--- src/shared/wdt_defines.svh ---
// constants for the hardware watchdog: addresses, keys, reset values and timing
`ifndef WDT_DEFINES_SVH
`define WDT_DEFINES_SVH

// ==========================================================
// special-function register addresses
`define WDT_ADDR_SERVICE   8'hA6
`define WDT_ADDR_PRESCALE  8'hA7

// ==========================================================
// key bytes of the enable / service sequence
`define WDT_KEY_FIRST      8'h1E
`define WDT_KEY_SECOND     8'hE1

// ==========================================================
// counter and field layout
`define WDT_CNT_W          14
`define WDT_CNT_TERM       14'h3FFF
`define WDT_PRE_W          7
`define WDT_SEL_W          3
`define WDT_SEL_LSB        0
`define WDT_PRESCALE_RST   3'h0

// ==========================================================
// timing: one oscillator period is one clk period
`define WDT_OSC_PERIOD_NS  25
`define WDT_OSC_PER_MC     12
`define WDT_MC_W           4
`define WDT_MC_LAST        4'(`WDT_OSC_PER_MC - 1)
`define WDT_PULSE_OSC      96
`define WDT_PULSE_W        7
`define WDT_PULSE_LAST     7'(`WDT_PULSE_OSC - 1)

`endif

--- src/shared/wdt_pkg.sv ---
// types shared by the hardware watchdog files
package wdt_pkg;

    // ==========================================================
    // key sequence tracker, gray coded
    typedef enum logic [1:0] {
        WDT_KEY_IDLE  = 2'b00,
        WDT_KEY_ARMED = 2'b01
    } wdt_key_t;

endpackage

--- src/logic/wdt_top.sv ---
// hardware watchdog: key sequence, prescaled 14-bit counter and reset pulse
//
// How it works
// - after any reset the watchdog is off and its counter holds at zero.
// - writing 1E then E1 to the service register at A6 enables it.
// - when enabled the counter advances once per 2^n machine cycles of twelve clocks, n being the prescale select.
// - once enabled nothing but reset or overflow turns it off.
// - fourteen-bit counter; the tick after 3FFE overflows and resets the whole device.
// - service register is write only; the count can't be read or loaded.
// - overflow drives an active-high reset pulse of 96 oscillator periods.
// - prescale register at A7 selects a 2^0..2^7 stretch of the timeout.
`timescale 1ns/1ps
`include "wdt_defines.svh"

module wdt_top (
    clk,
    rst_n,
    sfr_addr,
    sfr_wr,
    sfr_wdata,
    sfr_rd,
    sfr_rdata,
    wdt_active,
    wdt_rst_out
);
    import wdt_pkg::*;

    input  wire logic        clk;
    input  wire logic        rst_n;
    input  wire logic [7:0]  sfr_addr;
    input  wire logic        sfr_wr;
    input  wire logic [7:0]  sfr_wdata;
    input  wire logic        sfr_rd;
    output logic      [7:0]  sfr_rdata;
    output logic             wdt_active;
    output logic             wdt_rst_out;

    // ==========================================================
    // internal state
    wdt_key_t                    key_q;
    logic                        en_q;
    logic [`WDT_SEL_W-1:0]       prescale_q;
    logic [`WDT_MC_W-1:0]        mc_cnt;
    logic [`WDT_PRE_W-1:0]       pre_cnt;
    logic [`WDT_CNT_W-1:0]       wd_cnt;
    logic [`WDT_PULSE_W-1:0]     pulse_cnt;
    logic                        key_wr;
    logic                        pre_wr;
    logic                        svc;
    logic                        mc_tick;
    logic                        pre_tick;
    logic                        ovf_evt;
    logic [7:0]                  sel_one;
    logic [`WDT_PRE_W-1:0]       pre_mask;

    // ==========================================================
    // decode of cpu writes; the cpu is held in reset while the pulse runs
    assign key_wr = sfr_wr && (sfr_addr == `WDT_ADDR_SERVICE) && !wdt_rst_out;
    assign pre_wr = sfr_wr && (sfr_addr == `WDT_ADDR_PRESCALE) && !wdt_rst_out;

    // second key byte completes the sequence only when armed
    assign svc = key_wr && (key_q == WDT_KEY_ARMED)
                 && (sfr_wdata == `WDT_KEY_SECOND);

    // ==========================================================
    // key sequence tracker
    always_ff @(posedge clk) begin
        if (!rst_n || ovf_evt) begin
            key_q <= WDT_KEY_IDLE;
        end else if (key_wr) begin
            case (key_q)
                WDT_KEY_IDLE: begin
                    if (sfr_wdata == `WDT_KEY_FIRST) begin
                        key_q <= WDT_KEY_ARMED;
                    end
                end
                WDT_KEY_ARMED: begin
                    // a fresh first byte re-arms, anything else drops back
                    if (sfr_wdata == `WDT_KEY_FIRST) begin
                        key_q <= WDT_KEY_ARMED;
                    end else begin
                        key_q <= WDT_KEY_IDLE;
                    end
                end
                default: begin
                    key_q <= WDT_KEY_IDLE;
                end
            endcase
        end
    end

    // ==========================================================
    // enable latch; no write path ever clears it
    always_ff @(posedge clk) begin
        if (!rst_n) begin
            en_q <= 1'b0;
        end else if (ovf_evt) begin
            en_q <= 1'b0;
        end else if (svc) begin
            en_q <= 1'b1;
        end
    end

    // ==========================================================
    // prescale select register, also cleared by the overflow reset
    always_ff @(posedge clk) begin
        if (!rst_n || ovf_evt) begin
            prescale_q <= `WDT_PRESCALE_RST;
        end else if (pre_wr) begin
            prescale_q <= sfr_wdata[`WDT_SEL_LSB +: `WDT_SEL_W];
        end
    end

    // ==========================================================
    // machine cycle divider: one tick every twelve oscillator periods
    assign mc_tick = en_q && (mc_cnt == `WDT_MC_LAST);

    wdt_counter #(.W(`WDT_MC_W)) u_mc (
        .clk   (clk),
        .rst_n (rst_n),
        .clr   (!en_q || svc || mc_tick),
        .inc   (en_q),
        .cnt   (mc_cnt)
    );

    // ==========================================================
    // prescaler: select n passes one tick in 2^n machine cycles
    assign sel_one  = 8'h01 << prescale_q;
    assign pre_mask = sel_one[`WDT_PRE_W-1:0] - 7'h01;
    assign pre_tick = mc_tick && ((pre_cnt & pre_mask) == pre_mask);

    wdt_counter #(.W(`WDT_PRE_W)) u_pre (
        .clk   (clk),
        .rst_n (rst_n),
        .clr   (!en_q || svc || pre_tick),
        .inc   (mc_tick),
        .cnt   (pre_cnt)
    );

    // ==========================================================
    // main count; the overflow fires on the tick that finds the count at 3FFE,
    // so at prescale select 0 a service every 16382 machine cycles is just enough
    assign ovf_evt = en_q && pre_tick
                     && (wd_cnt == (`WDT_CNT_TERM - 14'h0001));

    wdt_counter #(.W(`WDT_CNT_W)) u_wd (
        .clk   (clk),
        .rst_n (rst_n),
        .clr   (!en_q || svc || ovf_evt),
        .inc   (pre_tick),
        .cnt   (wd_cnt)
    );

    // ==========================================================
    // reset pulse length counter, idles at zero between pulses
    wdt_counter #(.W(`WDT_PULSE_W)) u_pulse (
        .clk   (clk),
        .rst_n (rst_n),
        .clr   (!wdt_rst_out),
        .inc   (wdt_rst_out),
        .cnt   (pulse_cnt)
    );

    // reset pin drive: high for exactly 96 clocks after an overflow
    always_ff @(posedge clk) begin
        if (!rst_n) begin
            wdt_rst_out <= 1'b0;
        end else if (ovf_evt) begin
            wdt_rst_out <= 1'b1;
        end else if (pulse_cnt == `WDT_PULSE_LAST) begin
            wdt_rst_out <= 1'b0;
        end
    end

    // ==========================================================
    // status out
    always_ff @(posedge clk) begin
        if (!rst_n) begin
            wdt_active <= 1'b0;
        end else begin
            wdt_active <= en_q && !ovf_evt;
        end
    end

    // ==========================================================
    // read data; the service address reads zero so the count never leaks
    always_ff @(posedge clk) begin
        if (!rst_n) begin
            sfr_rdata <= 8'h00;
        end else if (sfr_rd && (sfr_addr == `WDT_ADDR_PRESCALE)) begin
            sfr_rdata <= {5'h00, prescale_q};
        end else begin
            sfr_rdata <= 8'h00;
        end
    end

    // reference gap since the last tick or restart, kept apart from the divider;
    // a long repetition would be unrolled by the tools, a counter is cheap
    logic [`WDT_MC_W-1:0]        mc_gap_q;
    always_ff @(posedge clk) begin
        if (!rst_n || !en_q || svc || mc_tick) begin
            mc_gap_q <= '0;
        end else begin
            mc_gap_q <= mc_gap_q + 4'h1;
        end
    end
endmodule

--- src/logic/wdt_counter.sv ---
// up counter with synchronous clear, used for every divider of the watchdog
`timescale 1ns/1ps

module wdt_counter #(
    parameter int W = 4
) (
    input  wire logic         clk,
    input  wire logic         rst_n,
    input  wire logic         clr,
    input  wire logic         inc,
    output logic     [W-1:0]  cnt
);

    // ==========================================================
    // count state; clear wins over increment
    always_ff @(posedge clk) begin
        if (!rst_n) begin
            cnt <= '0;
        end else if (clr) begin
            cnt <= '0;
        end else if (inc) begin
            cnt <= cnt + W'(1);
        end
    end

endmodule

--- config.mk ---
export PLATFORM = sky130hd
export DESIGN_NAME = wdt_top
export DESIGN_NICKNAME = d
export VERILOG_FILES = /design/src/shared/wdt_pkg.sv /design/src/logic/wdt_top.sv /design/src/logic/wdt_counter.sv
export VERILOG_INCLUDE_DIRS = /design/src /design/src/shared
export SDC_FILE = /design/constraint.sdc
export NUM_CORES = 1
export LEC_CHECK = 0
export BUFFER_PORTS_ARGS = -buffer_cell sky130_fd_sc_hd__buf_2
export CAP_MARGIN = 25
export CORE_ASPECT_RATIO = 2
export CORE_MARGIN = 3
export CORE_UTILIZATION = 45
export DETAILED_ROUTE_END_ITERATION = 10
export PLACE_DENSITY = 0.75
export SETUP_SLACK_MARGIN = 0.5
export SYNTH_ARGS = -nofsm -noshare
export SYNTH_HDL_FRONTEND = slang
export SYNTH_SLANG_ARGS = --single-unit
--- constraint.sdc ---
create_clock -name clk -period 2.2 [get_ports clk]
set_input_delay 0.33 -clock clk [delete_from_list [all_inputs] [get_ports clk]]
set_output_delay 0.33 -clock clk [all_outputs]
set_load 0.1 [all_outputs]
; Word level (Yosys, flattened, before mapping)
; Cells that the tools add are included.
[totals]
regBits = 48
output_inout_bits = 10
wordCells = 64
[op_classes]
add_sub_neg = 5
n_eq_ne = 10
shifts = 1
mux = 5
bitwise = 2
reduce_logical = 30
[ops]
columns = op, count
row1 = equality test 8 bit (second input constant), 3
row2 = adder 14 x 1 -> 14 bit (second input constant), 1
row3 = adder 7 x 1 -> 7 bit (second input constant), 2
row4 = equality test 14 bit (second input constant), 1
row5 = logical AND 1 bit, 12
row6 = equality test 8 x 5 -> 1 bit (second input constant), 1
row7 = OR reduction 2 bit, 4
row8 = bitwise AND 7 bit, 1
row9 = equality test 7 bit, 1
row10 = equality test 7 bit (second input constant), 1
row11 = left shift 1 x 3 -> 7 bit (first input constant), 1
row12 = subtractor 7 x 1 -> 7 bit (second input constant), 1
row13 = AND reduction 2 bit, 3
row14 = logical OR 1 bit, 5
row15 = adder 4 x 1 -> 4 bit (second input constant), 1
row16 = equality test 4 bit (second input constant), 1
row17 = logical NOT 1 bit, 4
row18 = case mux 2 bit (2 select lines), 1
row19 = two-way mux 1 bit, 3
row20 = equality test 2 x 1 -> 1 bit (second input constant), 1
row21 = logical NOT 2 bit, 1
row22 = two-way mux 2 bit, 1
row23 = inequality test 2 bit (second input constant), 1
row24 = nonzero test 2 bit, 1
row25 = NOT 1 bit, 1

; Longest topological paths before layout
; Gate-level depths: netlist of run 1.
[depth]
ltp_word = 9
mapped_depth = 8
depth_no_buf = 7

; Cells and area by module
; A second synthesis of run 1 with hierarchy kept.
[unflattened]
hier_cells = 227
area_unflattened_um2 = 2063.2
[modules_own_cells]
columns = mod, n_inst, cells_per_inst, area_each_um2
row1 = wdt_top, 1, 77, 664.4
row2 = wdt_counter at u_wd, 1, 73, 659.4
row3 = wdt_counter at u_pre ..., 2, 30, 279.0
row4 = wdt_counter at u_mc, 1, 17, 181.4

; Worst setup path after synthesis of run 1
; No wires, ideal clock.
[synth_timing]
kind = register to register
start = register wdt_rst_out
end = register u_wd.cnt[7]
setup_ps = 101
t_arrival_ps = 2037
t_required_ps = 2099
setup_slack_ps = 62
path_stages_with_launch = 7
n_path_buf = 1
period_less_slack_ps = 2138
cell_sequence = dfxtp_1 > nor3b_1 > and3_1 > a21oi_1 > clkbuf_1 > o311ai_0 > o41ai_1
[synth_via]
elab_chain_cells = 7
[synth_rtl]
columns = item, line_no
row1 = from (decl), wdt_top.sv:36  ; output logic wdt_rst_out;
row2 = from (signal assigned), wdt_top.sv:167  ; wdt_rst_out <= 1'b0;
row3 = from (signal assigned), wdt_top.sv:169  ; wdt_rst_out <= 1'b1;
row4 = from (signal assigned), wdt_top.sv:171  ; wdt_rst_out <= 1'b0;
row5 = logical NOT 1 bit, n/a
row6 = logical AND 1 bit, wdt_top.sv:58  ; assign key_wr = sfr_wr && (sfr_addr == `WDT_ADDR_SERVICE) && !wdt_rst_out;
row7 = logical AND 1 bit (2 in a row), wdt_top.sv:62  ; assign svc = key_wr && (key_q == WDT_KEY_ARMED)
row8 = logical OR 1 bit (2 in a row), wdt_top.sv:149  ; .clr (!en_q || svc || ovf_evt),
row9 = OR reduction 2 bit (no source line), n/a
row10 = to (signal assigned), wdt_counter.sv:22  ; cnt <= cnt + W'(1);
row11 = to (decl), wdt_counter.sv:11  ; output logic [W-1:0] cnt
; Every way passes these cells.
; A chain may end at the register's enable or synchronous reset.

; Worst setup path after layout of run 1
[layout_timing]
start = register u_wd.cnt[5]
end = register u_wd.cnt[7]
[layout_via]
elab_chain_cells = 4
elab_cells_between_ends = 5
[layout_rtl]
columns = item
row1 = "parallel branches: the longest is 4 deep, another holds adder 14 x 1 -> 14 bit"
; Several ways; the timed one is not identified.

==> impl_metrics.yaml, run 1 <==
min_path:
  hold_path.class: "input port to register"
critical_path:
  critPathArrivalTime_ns: 1.99
  critPathKind: "register to register"
  cp-start-kind: "register"
  cp-end-kind: "register"
  cp_max_fo: 8
  worst_ep_required_time_ns: 2.38
finish:
  multi_input_area_sq_mm: 0.001476
  seqCellArea_sq_um: 875.8
  final_cell_area_sq_mm: 0.002950
  diodes: 0
  n_fill_cell: 349
  mostFrequentLayoutCell: "buf_4"
  drive_above_1_share_pct: 41.98
  final_cell_mix: "buf_4 (25), dfxtp_1 (24), buf_2 (24)"
  nets: 317
  area_delta_synth_final_pct: 40.11
routing:
  num_vias: 2086
  routedWlPerCell_um: 18.29
  final_antenna_net_count: 0
  drc_errors: 0
  vias_per_cell: 6.012
  totalWireLength_um: 6348
  drt_first_pass_iters: 4
  drt-initial-drc-count: 78
synth:
  ys.flop_type: "dfxtp_1"
  synthXorXnorAreaFrac_pct: 5.823
  syn_area_sq_mm: 0.002106
  yosys-mux-area-fraction_pct: 2.377
  synth_edf_count: 0
  synthCells: 234
  synth_top_family_by_area: "simple AND/OR/NAND/NOR gates"
  synth_warnings: 0
  ys_types: 50
  synth_compound_area_share_pct: 14.62
  synth_top_area_share_pct: 39.93
  seq_area_frac_synth_pct: 39.93
  yosysTopAreaCell: "dfxtp_1"
  synth-simple-area-share_pct: 29.83
  synth-async-reset-ratio_pct: 0
  synth.ff_latch_count: 42
  synth_area_leaders: "dfxtp_1 (40%), nor2_1 (4.5%), xor2_1 (3.7%)"
  syn_area_per_cell_sq_um: 8.999
  synthAdderAreaFrac_pct: 2.971
sta:
  min_period_over_period_pct: 82.49
  setup_viol: 0
  setup-tns-final_ns: 0
  maxSlewViolCount: 0
  fmax_mhz: 551.0
  rsz0062_at_grt: "true"
  skew_ns: 0.008265
  hold_viol_final: 0
  finalCriticalPeriod_ns: 1.815
global_route:
  gr-total-overflow: 0
  grt_pass1_wl_um: 8652
  antenna_found_initial: 0
  grt_pass1_vias: 1994
  grt_usage_pct: 20.70
  grt_max_degree: 14
floorplan:
  coreArea_sq_mm: 0.004424
  ios: 30
  floorplan.initialDensity_pct: 47.60
  die_h_um: 102.7
  die_width_um: 54.37
  fp-row-count: 34
  die_area_sq_mm: 0.005586
clock_network:
  clock_tree.root_cell: "clkbuf_8"
  clk_pin_slew_ns: 0.09
  h-tree-depth: 2
  cts_hold_buf: 0
  clk_latency_ns: 0.30
  cts_tree: "done"
  numCtsBuffers: 5
  clockBufferDepth: 2
  cts.sinks: 42
placed_design:
  placed_area_sq_mm: 0.002320
  gp_congestion: 0.8397
  hpwlAfterDp_um: 3525
  portBuffers: 24
pwr:
  p_int_mw: 1.023
  power.switching_mw: 0.3262
  sw_frac_of_total_pct: 24.18
  p_clk_share_pct: 39.2
  power_mw: 1.349
  p_per_area_mw_per_mm2: 457.2
  comb_power_share_pct: 4.9
  pwr-share-seq_pct: 55.8
  irDropWorstVdd_uv: 456.1
  p_leak_nw: 1.076
run_status:
  outcome: "completed"
run:
  drv_cap: 0
[layer usage]
metal  vias to the layer above  global-route usage [%]  share of wire [%]
met2                        54                   38.41                 55
li1                        988                       -                  -
met3                        32                   2.894                2.2
met5                         -                       0                  0
met1                      1012                   19.42                 36
met4                         0                   14.01                6.8
[cell type report]
| class | instances | area share (%) |
|---|---|---|
| inverter | 4 | 0.5937 |
| multi-input combinational | 181 | 50.04 |
| clock inverter | 2 | 0.4241 |
| tap | 54 | 2.290 |
| clock buffer | 6 | 2.799 |
| sequential | 42 | 29.69 |
| timing repair buffer | 58 | 14.16 |
[cells in the mapped netlist, types with 2 or more instances]
cell type  instances
dfxtp_1           42
nor2_1            25
nand2_1           14
nand4_1           10
nor3_1            10
and3_1             9
nand3_1            9
xor2_1             9
a21oi_1            8
o311ai_0           8
buf_4              7
o31ai_1            7
ha_1               5
mux2i_1            5
o21ai_0            5
xnor2_1            5
and2_1             4
inv_1              4
nand2b_1           4
nor2b_1            4
and4_1             3
buf_2              3
nand4b_1           3
or4_1              3
nor3b_1            2
nor4bb_1           2
[worst max-delay path, stage by stage (launching register included)]
cell	delay, ns
dfxtp_1	0.42
nand4_1	0.23
nor4_4	0.36
buf_6	0.20
a31oi_1	0.06
o311ai_1	0.31
o41ai_1	0.13
[registers in the layout, summed over array words and instances (netlist names)]
register	count
en_q	1
key_q	1
prescale_q	3
sfr_rdata	3
u_mc.cnt	4
u_pre.cnt	7
u_pulse.cnt	7
u_wd.cnt	14
wdt_active	1
wdt_rst_out	1
[per-stage QoR]
| step | worst slack [ns] | hold WS, ns | cells | util [%] |
|---|---|---|---|---|
| CTS | 0.4600 | 0.2859 | 335 | 58.43 |
| floorplan | 0.5048 | 0.4130 | 238 | - |
| global placement | 0.3213 | 0.4216 | 313 | 52.43 |
| detailed placement | 0.2743 | 0.4389 | 313 | 52.43 |
| finish | 0.3851 | 0.2986 | 347 | 66.69 |
| global route | 0.3310 | 0.3207 | 347 | 66.69 |
[power groups by stage]
stage / clock, mW / sequential (mW) / combinational [mW]
after floorplan: 0 / 0.776 / 0.0509
after global routing: 0.554 / 0.753 / 0.0707
after global placement: 0 / 0.776 / 0.0643
final: 0.529 / 0.753 / 0.0667
after detailed placement: 0 / 0.776 / 0.0649
after CTS: 0.522 / 0.757 / 0.0662
[cell families after synthesis]
family,after synthesis
AOI/OAI and AO/OA,42
xor gates and xnor gates,14
adders and majority gates,5
buffers and inverters,16
DFF,42
muxes,5
other,1
and+or+nand+nor,109
[repair_timing]
| item | in CTS | in global routing |
|---|---|---|
| setup buffers | 13 | 12 |
| pin swaps | 11 | 19 |
| gates cloned | 1 | 0 |
| resized for setup | 26 | 59 |
| endpoints found under the setup margin | 26 | 26 |
[path summary, 6_finish.rpt]
kind | cells past startpoint | slack (ns) | to | from
max | 6 | 0.39 | u_wd.cnt[7] | u_wd.cnt[5]
min reg2reg | 1 | 0.44 | u_pulse.cnt[0] | u_pulse.cnt[0]
max reg2reg | 6 | 0.39 | u_wd.cnt[7] | u_wd.cnt[5]
min | 3 | 0.30 | prescale_q[0] | sfr_wdata[0]
Power figures use the tool's default switching activity.
==> inputs of run 2 (changes only) <==
clock period = 1.9 ns   (was 2.2 ns; I/O delays follow)
==> run 2 against run 1 <==
- non-clock buffer count is the same
- clock skew shrank 0.0036 ns
- flip-flop and latch count is the same
- sequential share of layout area shrank 0.66 points
- critical path depth shrank 1
- final cell count grew 0.29%
- sequential power grew 16%
- critical path type unchanged
==> impl_metrics.yaml, run 2 (same netlist as run 1, synthesis figures left out) <==
run_status:
  outcome: "completed"
clock_network:
  clock_tree.root_cell: "clkbuf_8"
  clk_pin_slew_ns: 0.08
  cts.sinks: 42
  clockBufferDepth: 2
  numCtsBuffers: 5
  cts_tree: "done"
  h-tree-depth: 2
  clk_latency_ns: 0.30
  cts_hold_buf: 0
min_path:
  hold_path.class: "input port to register"
critical_path:
  cp-end-kind: "register"
  worst_ep_required_time_ns: 2.13
  crit_family: "compound AO/OA/AOI/OAI gates"
  critPathArrivalTime_ns: 2.03
  critPathKind: "register to register"
  cp-start-kind: "register"
  critPathMaxStageDelay_ns: 0.49
  crit_slowest_cell: "o21ai_1"
  cp_num_buf_inv: 1
  worstPathCellList: "o21ai_1, nand3_4, buf_6, or4_4, a21oi_2"
  cp_max_fo: 6
sta:
  layout_setup_ws_ns: 0.1025
  maxSlewViolCount: 0
  hold_viol_final: 0
  max_slew_margin_pct: 63.73
  finalCriticalPeriod_ns: 1.798
  min_period_over_period_pct: 94.61
  worstMarginPinSlew_ns: 0.5404
  fmax_mhz: 556.3
  rsz0062_at_grt: "true"
  skew_ns: 0.004648
  setup_viol: 0
floorplan:
  ios: 30
  die_h_um: 102.7
  fp-row-count: 34
  coreArea_sq_mm: 0.004424
  die_area_sq_mm: 0.005586
  die_width_um: 54.37
  floorplan.initialDensity_pct: 47.60
routing:
  routedWlPerCell_um: 18.65
  num_vias: 2144
  totalWireLength_um: 6489
  drt_first_pass_iters: 4
  drc_errors: 0
  drt-initial-drc-count: 96
  final_antenna_net_count: 0
  vias_per_cell: 6.161
pwr:
  p_leak_nw: 1.062
  power.switching_mw: 0.3733
  power_mw: 1.701
  p_per_area_mw_per_mm2: 572.6
  comb_power_share_pct: 4.9
  p_int_mw: 1.327
  pwr-share-seq_pct: 51.5
  p_clk_share_pct: 43.6
  sw_frac_of_total_pct: 21.95
  irDropWorstVdd_uv: 620.5
finish:
  instances_no_fill: 348
  largest_reg_flops: 14
  n_fill_cell: 348
  drive_above_1_share_pct: 43.54
  largest-register: "u_wd.cnt"
  mostFrequentLayoutCell: "dfxtp_1"
  nets: 318
  top_regs: "u_wd.cnt (14), u_pre.cnt (7), u_pulse.cnt (7)"
  diodes: 0
  final_cell_mix: "dfxtp_1 (29), buf_4 (28), buf_2 (23)"
  utilization_pct: 67.14
  final_cell_area_sq_mm: 0.002970
  area_delta_synth_final_pct: 41.06
run:
  drv_cap: 0
global_route:
  grt_usage_pct: 22.80
  grt_pass1_wl_um: 9349
  antenna_found_initial: 0
  grt_pass1_vias: 2095
  gr-total-overflow: 0
  grt_max_degree: 14
placed_design:
  placed_area_sq_mm: 0.002420
  hpwlAfterDp_um: 3930
  dp_cells: 324
  gp_congestion: 0.8486
  portBuffers: 24
  dp_slack_ns: 0.09350
run 2: cell count changes in the layout (fill, tap and decap cells not counted), moves of 3 or more:
cell,previous run,this run
buf_4,25,28
dfxtp_1,24,29
dfxtp_4,5,2
nand3_2,1,4
nor2_1,22,18
nor2_2,2,6
nor3_1,10,4
nor3_2,0,6
run 2: through the flow:
stage	setup TNS, ns	hold slack, ns
finish	0	0.2526
global route	-0.007939	0.2846
CTS	0	0.2596
detailed placement	0	0.4311
global placement	0	0.4217
floorplan	0	0.4017
run 2: worst paths after layout:
check	start	end	slack, ns	depth (start not counted)
worst min-delay path	sfr_wdata[0]	prescale_q[0]	0.25	3
worst min register to register	u_pulse.cnt[0]	u_pulse.cnt[0]	0.44	1
worst max register to register	prescale_q[2]	u_wd.cnt[6]	0.10	5
worst max-delay path	prescale_q[2]	u_wd.cnt[6]	0.10	5
run 2: per-layer routing:
metal | wire, um | track usage (%)
met5 | 0 | 0
met4 | 331 | 14.97
met3 | 285 | 5.210
met2 | 3695 | 42.01
met1 | 2177 | 20.62
run 2: layout make-up:
class | count | area [sq um] | area share, %
inverter | 4 | 15.01 | 0.5055
sequential | 42 | 862.1 | 29.02
tap | 54 | 67.56 | 2.275
clock inverter | 1 | 30.03 | 1.011
clock buffer | 7 | 86.33 | 2.906
timing repair buffer | 58 | 400.4 | 13.48
multi-input combinational | 182 | 1509 | 50.80
run 2: worst reg2reg max path, stage by stage, from the launching register on:
cell     delay (ns)
dfxtp_1        0.41
o21ai_1        0.49
nand3_4        0.13
buf_6          0.15
or4_4          0.42
a21oi_2        0.13
run 2: power groups by stage:
stage | Sequential [mW] | Combinational, mW | Clock [mW]
global route | 0.876 | 0.0879 | 0.771
global placement | 0.899 | 0.0776 | 0
CTS | 0.878 | 0.0819 | 0.745
detailed placement | 0.899 | 0.0785 | 0
floorplan | 0.899 | 0.0595 | 0
finish | 0.876 | 0.0830 | 0.742
run 2: repair_timing:
action                     4_1_cts  5_1_grt
setup endpoints to repair       28       29
resized for setup               33       40
cloned                           1        1
pin swaps                       14       21
buffers inserted                 9        5
==> inputs of run 3 (changes only) <==
ABC_AREA = 1   (was unset)
==> run 3 against run 2 <==
- setup slack improved by 0.33 ns
- final cell count up 19%
- largest power group unchanged
- clock skew grew 0.0042 ns
- maximum frequency is 22% higher
- core utilization fell by 11 points
==> impl_metrics.yaml, run 3 <==
critical_path:
  critPathMaxStageDelay_ns: 0.36
  critPathKind: "register to register"
  worstPathCellList: "ha_4, nand2_4, nor2_8, nand3_4, nor2_4, nand3_4, nand2_4, a21oi_1"
  crit_family: "simple AND/OR/NAND/NOR gates"
  cp_max_fo: 7
  crit_slowest_cell: "dfxtp_2"
  ff2ff_setup_slack_ns: 0.43
  cp-end-kind: "register"
  critPathArrivalTime_ns: 1.65
  startpoint: "u_mc.cnt[0]"
  reg2regPathDepth: 8
  worst_ep_required_time_ns: 2.08
  cp-start-kind: "register"
  rr_endpoint: "u_wd.cnt[13]"
  rr_startpoint: "u_mc.cnt[0]"
  cp_num_buf_inv: 0
synth:
  syn_area_sq_mm: 0.002236
  ys.flop_type: "dfxtp_1"
  yosys-mux-area-fraction_pct: 0.4477
  yosys-top-cells-count: "nand2_1 (90), nor2_1 (43), dfxtp_1 (42)"
  yosysTopAreaCell: "dfxtp_1"
  synth.ff_latch_count: 42
  synthAdderAreaFrac_pct: 2.798
  synthXorXnorAreaFrac_pct: 4.309
  synth_edf_count: 0
  synth_top_family_by_area: "simple AND/OR/NAND/NOR gates"
  synth_warnings: 0
  yosysMostFrequentCell: "nand2_1"
  synth-simple-area-share_pct: 37.49
  synth_area_leaders: "dfxtp_1 (38%), nand2_1 (15%), nor2_1 (7.2%)"
  ys_types: 24
  synth_top_area_share_pct: 37.60
  synth-async-reset-ratio_pct: 0
  seq_area_frac_synth_pct: 37.60
  synth_compound_area_share_pct: 6.939
  synthCells: 325
  syn_area_per_cell_sq_um: 6.880
pwr:
  p_per_area_mw_per_mm2: 594.6
  irDropWorstVdd_uv: 505.9
  p_leak_nw: 1.030
floorplan:
  ios: 30
  die_width_um: 55.85
  fp-row-count: 35
  die_h_um: 105.7
  floorplan.initialDensity_pct: 47.72
  die_area_sq_mm: 0.005902
  coreArea_sq_mm: 0.004686
clock_network:
  clockBufferDepth: 2
  h-tree-depth: 2
  cts_hold_buf: 0
  numCtsBuffers: 5
  clk_latency_ns: 0.29
  clock_tree.root_cell: "clkbuf_8"
  cts.sinks: 42
  cts_tree: "done"
  clk_pin_slew_ns: 0.08
placed_design:
  gp_congestion: 0.8059
  hpwlAfterDp_um: 3699
  portBuffers: 24
run:
  drv_cap: 0
finish:
  diodes: 0
  area_delta_synth_final_pct: 17.24
  nets: 384
  drive_above_1_share_pct: 20.56
  n_fill_cell: 441
  utilization_pct: 55.94
  mostFrequentLayoutCell: "nand2_1"
  top_regs: "u_wd.cnt (14), u_pre.cnt (7), u_pulse.cnt (7)"
  final_cell_mix: "nand2_1 (87), inv_1 (39), nor2_1 (37)"
  largest-register: "u_wd.cnt"
  largest_reg_flops: 14
sta:
  setup_viol: 0
  hold_viol_final: 0
  skew_ns: 0.008860
  maxSlewViolCount: 0
  min_period_over_period_pct: 77.26
  fmax_mhz: 681.3
  finalCriticalPeriod_ns: 1.468
  rsz0062_at_grt: "true"
  setup-tns-final_ns: 0
routing:
  drt_first_pass_iters: 6
  num_vias: 2086
  drc_errors: 0
  routedWlPerCell_um: 11.67
  final_antenna_net_count: 0
  vias_per_cell: 5.027
  totalWireLength_um: 4843
  drt-initial-drc-count: 40
min_path:
  hold_end: "wdt_rst_out"
  hold_depth: 3
  worstHoldStart: "rst_n"
  hold_path.class: "input port to register"
run_status:
  outcome: "completed"
global_route:
  gr-total-overflow: 0
  grt_usage_pct: 17.70
  grt_max_degree: 16
  grt_pass1_wl_um: 8542
  grt_pass1_vias: 2068
  antenna_found_initial: 0
[run 3: cell types whose count changed in the layout (fill, tap and decap cells not counted), sizes merged, moves of 8 or more]
cell    before  now
a21oi        8   26
and3         9    0
buf         57   31
inv          4   40
nand2       15   96
nand3       11   19
nor2        25   45
o311ai       8    0
o31ai        8    0
[run 3: where the power goes]
| part | leakage [nW] | internal (mW) | total (mW) | switching [mW] |
|---|---|---|---|---|
| clock | 0.0472 | 0.292 | 0.600 | 0.308 |
| sequential | 0.342 | 0.878 | 0.878 | 0.000114 |
| combinational | 0.641 | 0.0195 | 0.0811 | 0.0616 |
[run 3: final cells by class]
type	count	area [sq um]	area share [%]
clock buffers	6	82.58	3.150
clock inverters	2	12.51	0.4773
inverters	40	150.1	5.728
multi-input cells	239	1282	48.93
flip-flops and latches	42	852.1	32.51
well taps	55	68.82	2.625
repair buffers	31	172.7	6.587
[run 3: worst max path at each step]
stage / endpoint / slack (ns) / depth (start not counted)
floorplan: u_wd.cnt[3] / 0.47 / 10
global placement: u_wd.cnt[7] / 0.27 / 7
detailed placement: u_wd.cnt[3] / 0.22 / 8
CTS: u_wd.cnt[10] / 0.41 / 8
global route: u_wd.cnt[6] / 0.33 / 8
finish: u_wd.cnt[13] / 0.43 / 8
[run 3: worst register-to-register path, cell delays in order, from the launching register on]
cell and delay (ns):
dfxtp_2 0.36, ha_4 0.15, nand2_4 0.07, nor2_8 0.14
nand3_4 0.07, nor2_4 0.18, nand3_4 0.17, nand2_4 0.17
a21oi_1 0.05
[run 3: layer usage]
layer	up-vias	GRT usage, %	share of wire (%)
met4	0	10.70	3.2
met1	934	16.64	36
li1	1086	-	-
met5	-	0	0
met3	12	2.819	3.2
met2	54	34.24	57
[run 3: logic make-up (layout without fill, tap and decap cells)]
family / after synthesis / in the layout
DFF: 42 / 42
AOI/OAI and AO/OA: 31 / 31
adders and majority gates: 5 / 5
xor gates and xnor gates: 11 / 11
buffers and inverters: 49 / 79
muxes: 1 / 1
other: 1 / 5
and+or+nand+nor: 185 / 186
[run 3: stage by stage]
| step | cells | hold WS (ns) | total power [mW] | setup WS (ns) | area (sq um) |
|---|---|---|---|---|---|
| floorplan | 329 | 0.3875 | 0.9613 | 0.4655 | 2277 |
| global placement | 403 | 0.4261 | 0.9786 | 0.2662 | 2417 |
| detailed placement | 403 | 0.4391 | 0.9798 | 0.2168 | 2417 |
| CTS | 415 | 0.2713 | 1.581 | 0.4143 | 2585 |
| global route | 415 | 0.3060 | 1.618 | 0.3335 | 2621 |
| finish | 415 | 0.2792 | 1.559 | 0.4321 | 2621 |
[run 3: repair_timing]
item / CTS / global route
pin swaps: 5 / 0
gates resized for setup: 14 / 10
buffers inserted: 3 / 0
gates cloned: 1 / 0
setup endpoints to repair: 28 / 32
